--- src/shared/bcd_pkg.sv ---
// Package: constants for the three-digit BCD up/down counter
package bcd_pkg;

  // ---------------------------------------------------------------
  // Digit layout
  // ---------------------------------------------------------------
  localparam int          DIGITS     = 3;
  localparam int          DIGIT_W    = 4;
  localparam int          COUNT_W    = DIGITS * DIGIT_W;
  localparam logic [3:0]  DIGIT_MAX  = 4'h9;
  localparam logic [3:0]  DIGIT_MIN  = 4'h0;
  localparam logic [11:0] COUNT_MAX  = 12'h0999;
  localparam logic [11:0] COUNT_MIN  = 12'h0000;
  localparam logic [11:0] COUNT_RST  = 12'h0000;

  // ---------------------------------------------------------------
  // AXI4-Lite register map (byte addresses)
  // ---------------------------------------------------------------
  localparam int          ADDR_W     = 4;
  localparam logic [3:0]  REG_COUNT  = 4'h0;  // RO current count
  localparam logic [3:0]  REG_STATUS = 4'h4;  // RO status bits
  localparam int          ST_TERM    = 0;
  localparam int          ST_CARRY   = 1;
  localparam int          ST_DIR     = 2;
  localparam int          ST_ENABLE  = 3;
  localparam int          ST_LOAD_N  = 4;
  localparam logic [1:0]  RESP_OKAY  = 2'b00;
  localparam logic [1:0]  RESP_SLVERR = 2'b10;

endpackage : bcd_pkg

--- src/hdl/bcd_updown_counter.sv ---
// Module: three-digit BCD up/down counter with AXI4-Lite status view
//
// Functional notes
// Count changes only on count pulse rise
// Enable high counts, low holds value
// Active-low load forces data, top priority
// After load release, data inputs ignored
// Direction low counts up, high down
// Direction changes only while pulse high
// Carry follows pulse at terminal value
// Terminal flag high at 999 up/000 down
// Carry drives next stage; controls paralleled
// Three BCD digits, synchronous either direction
// Direction change leaves count unchanged
// Digits wrap with carry or borrow
// Pulse synchronised, one step per rise
`timescale 1ns/1ps

module bcd_updown_counter
  import bcd_pkg::*;
(
  // Clock and reset
  input  wire logic               aclk,
  input  wire logic               aresetn,
  // Counter pins (asynchronous to aclk)
  input  wire logic               count_in,
  input  wire logic               enable,
  input  wire logic               load_n,
  input  wire logic               down,
  input  wire logic [COUNT_W-1:0] data_in,
  // Counter outputs
  output logic      [COUNT_W-1:0] count_out,
  output logic                    carry_out,
  output logic                    term_state,
  // AXI4-Lite write address
  input  wire logic [ADDR_W-1:0]  s_axi_awaddr,
  input  wire logic               s_axi_awvalid,
  output logic                    s_axi_awready,
  // AXI4-Lite write data
  input  wire logic [31:0]        s_axi_wdata,
  input  wire logic [3:0]         s_axi_wstrb,
  input  wire logic               s_axi_wvalid,
  output logic                    s_axi_wready,
  // AXI4-Lite write response
  output logic      [1:0]         s_axi_bresp,
  output logic                    s_axi_bvalid,
  input  wire logic               s_axi_bready,
  // AXI4-Lite read address
  input  wire logic [ADDR_W-1:0]  s_axi_araddr,
  input  wire logic               s_axi_arvalid,
  output logic                    s_axi_arready,
  // AXI4-Lite read data
  output logic      [31:0]        s_axi_rdata,
  output logic      [1:0]         s_axi_rresp,
  output logic                    s_axi_rvalid,
  input  wire logic               s_axi_rready
);

  // ---------------------------------------------------------------
  // Input synchronisers
  // ---------------------------------------------------------------
  logic               cnt_s1, cnt_s2, cnt_d;
  logic               en_s1, en_s2;
  logic               ld_s1, ld_s2;
  logic               dn_s1, dn_s2;
  logic [COUNT_W-1:0] dat_s1, dat_s2;
  logic [COUNT_W-1:0] count;
  logic               term;
  logic               count_rise;

  // two-stage sync
  always_ff @(posedge aclk) begin
    if (!aresetn) begin
      cnt_s1 <= 1'b0;
      cnt_s2 <= 1'b0;
      cnt_d  <= 1'b0;
      en_s1  <= 1'b0;
      en_s2  <= 1'b0;
      ld_s1  <= 1'b1;
      ld_s2  <= 1'b1;
      dn_s1  <= 1'b0;
      dn_s2  <= 1'b0;
      dat_s1 <= COUNT_RST;
      dat_s2 <= COUNT_RST;
    end else begin
      cnt_s1 <= count_in;
      cnt_s2 <= cnt_s1;
      cnt_d  <= cnt_s2;
      en_s1  <= enable;
      en_s2  <= en_s1;
      ld_s1  <= load_n;
      ld_s2  <= ld_s1;
      dn_s1  <= down;
      dn_s2  <= dn_s1;
      dat_s1 <= data_in;
      dat_s2 <= dat_s1;
    end
  end

  // one step per rise
  assign count_rise = cnt_s2 & ~cnt_d;

  // ---------------------------------------------------------------
  // BCD step function
  // ---------------------------------------------------------------
  // digit wrap with carry
  function automatic logic [COUNT_W-1:0] bcd_step(
    input logic [COUNT_W-1:0] val,
    input logic               dn
  );
    logic [COUNT_W-1:0] res;
    logic               ripple;
    logic [3:0]         dig;
    res    = val;
    ripple = 1'b1;
    for (int i = 0; i < DIGITS; i++) begin
      dig = val[i*DIGIT_W +: DIGIT_W];
      if (ripple) begin
        if (!dn) begin
          ripple = (dig == DIGIT_MAX);
          dig    = ripple ? DIGIT_MIN : dig + 4'h1;
        end else begin
          ripple = (dig == DIGIT_MIN);
          dig    = ripple ? DIGIT_MAX : dig - 4'h1;
        end
      end
      res[i*DIGIT_W +: DIGIT_W] = dig;
    end
    return res;
  endfunction

  // ---------------------------------------------------------------
  // Count register
  // ---------------------------------------------------------------
  // load wins; R04 latch
  // step on rise; R02 enable gate
  // direction; R10 R11 synchronous
  always_ff @(posedge aclk) begin
    if (!aresetn) begin
      count <= COUNT_RST;
    end else if (!ld_s2) begin
      count <= dat_s2;
    end else if (count_rise && en_s2) begin
      count <= bcd_step(count, dn_s2);
    end
  end

  // terminal for direction
  assign term = dn_s2 ? (count == COUNT_MIN) : (count == COUNT_MAX);

  // ---------------------------------------------------------------
  // Registered outputs
  // ---------------------------------------------------------------
  // carry follows pulse
  always_ff @(posedge aclk) begin
    if (!aresetn) begin
      count_out  <= COUNT_RST;
      carry_out  <= 1'b0;
      term_state <= 1'b0;
    end else begin
      count_out  <= count;
      carry_out  <= term & cnt_s2;
      term_state <= term;
    end
  end

  // ---------------------------------------------------------------
  // AXI4-Lite write path: no writable registers, answer SLVERR
  // ---------------------------------------------------------------
  logic aw_got, w_got;

  always_ff @(posedge aclk) begin
    if (!aresetn) begin
      s_axi_awready <= 1'b0;
      s_axi_wready  <= 1'b0;
      s_axi_bvalid  <= 1'b0;
      s_axi_bresp   <= RESP_OKAY;
      aw_got        <= 1'b0;
      w_got         <= 1'b0;
    end else begin
      s_axi_awready <= 1'b0;
      s_axi_wready  <= 1'b0;
      if (s_axi_awvalid && !aw_got && !s_axi_awready && !s_axi_bvalid) begin
        s_axi_awready <= 1'b1;
        aw_got        <= 1'b1;
      end
      if (s_axi_wvalid && !w_got && !s_axi_wready && !s_axi_bvalid) begin
        s_axi_wready <= 1'b1;
        w_got        <= 1'b1;
      end
      if (aw_got && w_got && !s_axi_bvalid) begin
        s_axi_bvalid <= 1'b1;
        s_axi_bresp  <= RESP_SLVERR;  // Read-only map
        aw_got       <= 1'b0;
        w_got        <= 1'b0;
      end else if (s_axi_bvalid && s_axi_bready) begin
        s_axi_bvalid <= 1'b0;
      end
    end
  end

  // ---------------------------------------------------------------
  // AXI4-Lite read path
  // ---------------------------------------------------------------
  always_ff @(posedge aclk) begin
    if (!aresetn) begin
      s_axi_arready <= 1'b0;
      s_axi_rvalid  <= 1'b0;
      s_axi_rdata   <= 32'h0000_0000;
      s_axi_rresp   <= RESP_OKAY;
    end else begin
      s_axi_arready <= 1'b0;
      if (s_axi_arvalid && !s_axi_arready && !s_axi_rvalid) begin
        s_axi_arready <= 1'b1;
        s_axi_rvalid  <= 1'b1;
        s_axi_rdata   <= 32'h0000_0000;
        s_axi_rresp   <= RESP_OKAY;
        unique case (s_axi_araddr)
          REG_COUNT: s_axi_rdata[COUNT_W-1:0] <= count;
          REG_STATUS: begin
            s_axi_rdata[ST_TERM]   <= term;
            s_axi_rdata[ST_CARRY]  <= term & cnt_s2;
            s_axi_rdata[ST_DIR]    <= dn_s2;
            s_axi_rdata[ST_ENABLE] <= en_s2;
            s_axi_rdata[ST_LOAD_N] <= ld_s2;
          end
          default: s_axi_rresp <= RESP_SLVERR;
        endcase
      end else if (s_axi_rvalid && s_axi_rready) begin
        s_axi_rvalid <= 1'b0;
      end
    end
  end

  logic unused_w;
  assign unused_w = ^{s_axi_wdata, s_axi_wstrb, s_axi_awaddr};

endmodule // bcd_updown_counter

--- config.mk ---
export PLATFORM = sky130hd
export DESIGN_NAME = bcd_updown_counter
export DESIGN_NICKNAME = d
export VERILOG_FILES = /design/src/shared/bcd_pkg.sv /design/src/hdl/bcd_updown_counter.sv
export SDC_FILE = /design/constraint.sdc
export NUM_CORES = 1
export LEC_CHECK = 0
export BUFFER_PORTS_ARGS = -buffer_cell sky130_fd_sc_hd__buf_2
export CAP_MARGIN = 20
export CELL_PAD_IN_SITES_DETAIL_PLACEMENT = 1
export CELL_PAD_IN_SITES_GLOBAL_PLACEMENT = 1
export CORE_ASPECT_RATIO = 1.5
export CORE_MARGIN = 2
export CORE_UTILIZATION = 39
export CTS_CLUSTER_SIZE = 8
export DETAILED_ROUTE_END_ITERATION = 10
export PLACE_DENSITY = 0.94
export SLEW_MARGIN = 0
export SYNTH_ARGS = -nofsm -noshare
export SYNTH_HDL_FRONTEND = slang
export SYNTH_SLANG_ARGS = --single-unit
export TNS_END_PERCENT = 100
--- constraint.sdc ---
create_clock -name aclk -period 2.6 [get_ports aclk]
set_input_delay 0.13 -clock aclk [delete_from_list [all_inputs] [get_ports aclk]]
set_output_delay 0.13 -clock aclk [all_outputs]
set_load 0.02 [all_outputs]
==> impl_metrics.tcl <==
set metrics [dict create \
    status "complete, no violations" \
    cts-htree-levels 3 \
    die_area_sq_um 9400 \
    synthArstFlopShare_pct 0 \
    rsz0062_at_grt "false" \
    hold_violations 0 \
    port_buffers 59 \
    ant_nets 0 \
    setup_tns_ns 0 \
    setup.worst_path.start_class "register" \
    core_area_sq_um 8410 \
    clk_latency_ns 0.33 \
    holdWs_ns 0.00444 \
    hpwl_mm 5.36 \
    drtIter0Drc 187 \
    yosysUniqueCellTypes 53 \
    cp.required_ns 2.87 \
    drc 0 \
    core.rowCount 41 \
    dp_cells 502 \
    synth_commonest_cells "80 x dfxtp_1, 44 x and2_1, 32 x nor2_1" \
    die_x_um 79.8 \
    cp_max_fo 25 \
    diodes 0 \
    period_minus_slack_ns 2.12 \
    rr_endpoint "s_axi_rdata[1]" \
    ir_drop_v 0.000334 \
    drv_slew 0 \
    yosys.area.top_type "dfxtp_1" \
    cts_buffers 9 \
    gp_congestion 0.856 \
    synth.yosys.seq_area_share_pct 47.6 \
    synth.top_cell.area_share_pct 47.6 \
    cts_setup_buffers 0 \
    syn2layout_area_growth_pct 18.1 \
    synth-main-ff-cell "dfxtp_1" \
    wire_per_inst_um 14.5 \
    track_usage_pct 16.9 \
    nets 483 \
    skew_ns 0.00603 \
    regArea_sq_um 1600 \
    initial_utilization_pct 40.0 \
    cap_violations 0 \
    power_density_nw_per_um2 702 \
    clock_path_buffers 2 \
    drtPass1Iterations 4 \
    cts_sinks 80 \
    yosys_warnings 0 \
    synth_area_sq_um 3360 \
    antenna_found_initial 0 \
    grt_pass1_vias 2674 \
    ff2ff_path_depth 5 \
    critPathKind "register to register" \
    rrSetupSlack_ns 0.48 \
    syn_area_per_cell_sq_um 9.24 \
    yosysMostFrequentCell "dfxtp_1" \
    tightestPinTransition_ns 0.864 \
    synth_cells 364 \
    cts_tree "yes" \
    drive_gt1_share_pct 20.0 \
    fin_area_sq_um 3970 \
    worstSetupStartpoint "dn_s2" \
    hp-class "input port to register" \
    cp_cell_sequence "nor3b_4, nand4_1, a21oi_1, nand4_1, a21oi_1" \
    fillers 1021 \
    pin_count 122 \
    placed_area_sq_um 3580 \
    critPathSlowestCell "dfxtp_1" \
    synth-edff-count 0 \
    final_cells 527 \
    cp_slowest_stage_delay_ns 0.88 \
    vias_per_cell 5.01 \
    fmax_ghz 0.472 \
    drt_wl_total_mm 7.63 \
    arrival_ns 2.38 \
    slew_headroom_pct 42.3 \
    root_buffer "clkbuf_16" \
    multiInputGateArea_sq_um 1520 \
    period_share_pct 81.4 \
    end_kind "register" \
    clk_pin_slew_ns 0.06 \
    setup-violations-final 0 \
    reg2reg_from "dn_s2" \
    synth_seq_cells 80 \
    grt_max_degree 40 \
    grt_pass1_wl_mm 12.5 \
    overflow 0 \
    dieHeight_um 118 \
    vias 2642 \
    endpoint "s_axi_rdata[1]" \
    synth_area_leaders "dfxtp_1 48%, and2_1 8.2%, buf_4 5.1%" \
    leakagePower_nw 1.69 \
]
[how the worst min path moves through the flow]
| stage | depth (start not counted) | end | slack (ns) | from |
|---|---|---|---|---|
| after floorplan | 1 | ld_s1 | 0.23 | load_n |
| after global placement | 2 | ld_s1 | 0.31 | load_n |
| after detailed placement | 2 | ld_s1 | 0.33 | load_n |
| after CTS | 2 | dat_s1[9] | 0.0003 | data_in[9] |
| after global routing | 2 | dat_s1[4] | 0.006 | data_in[4] |
| final | 2 | dat_s1[9] | 0.004 | data_in[9] |
[through the flow]
stage / utilization, % / worst slack [ns] / total power (W)
detailed placement: 42.6 / 0.508 / 0.00159
global placement: 42.6 / 0.578 / 0.00157
CTS: 47.2 / 0.497 / 0.00281
finish: 47.2 / 0.483 / 0.00279
floorplan: - / 1.09 / 0.00154
global route: 47.2 / 0.325 / 0.00290
[power by group]
group	leakage (nW)	switching (W)	internal, W
combinational	0.890	0.000144	0.0000972
sequential	0.656	0.0000533	0.00128
clock	0.145	0.000456	0.000758
total	1.69	0.000652	0.00213
[cell families after synthesis]
family,share of synthesized area (%)
compound gates,14.2
simple gates,25.1
mux,1.23
other cells,0.112
xor+xnor,2.08
flops,47.6
buf+inv,9.67
[registers in the layout (all words and copies together), names as in the netlist, 12 cells and up]
signal and count:
count 12, count_out 12, dat_s1 12, dat_s2 12
s_axi_rdata 12
[critical path, delay by kind of cell (launching register included)]
family	cells	cell delay (ns)
compound gates	2	0.48
flops	1	0.88
simple gates	3	0.68
[metal layers]
metal	routed length, um	up-vias	GRT usage [%]
li1	-	1297	-
met1	2950	1262	18.0
met2	4210	69	30.8
met3	294	14	4.29
met4	170	0	7.20
met5	0	-	0
[cell type report]
cell class | instances | share of cell area [%]
inverters | 6 | 0.567
multi-input cells | 248 | 38.2
well taps | 107 | 3.37
clock inverters | 4 | 1.13
repair buffers | 71 | 10.3
clock buffers | 11 | 6.11
flip-flops and latches | 80 | 40.3
[cell usage in the layout, fill, tap and decap left out, types with 2 or more instances in the layout]
cell type / instances
nand3_1: 8
and2b_1: 2
buf_4: 2
or3b_1: 2
a211oi_1: 4
nand3b_1: 8
and2_1: 44
buf_2: 59
nor3b_1: 3
xnor2_1: 5
nand2b_1: 9
nand4_1: 5
o21ai_0: 21
o2bb2ai_1: 2
dlygate4sd3_1: 10
nand2_1: 8
a31oi_1: 3
nor3_1: 5
dfxtp_1: 80
a21oi_1: 16
nor2b_1: 3
and3_1: 3
a22oi_1: 11
and3b_1: 2
clkbuf_16: 9
clkinv_2: 3
o2111ai_1: 2
nor2_1: 32
inv_1: 6
conb_1: 22
xor2_1: 3
mux2i_1: 3
[what timing repair did]
| action | 4_1_cts | 5_1_grt |
|---|---|---|
| endpoints found under the hold margin | 10 | 0 |
| hold buffers | 10 | 0 |
| resized for setup | 0 | 0 |
(Power assumes the default switching activity.)
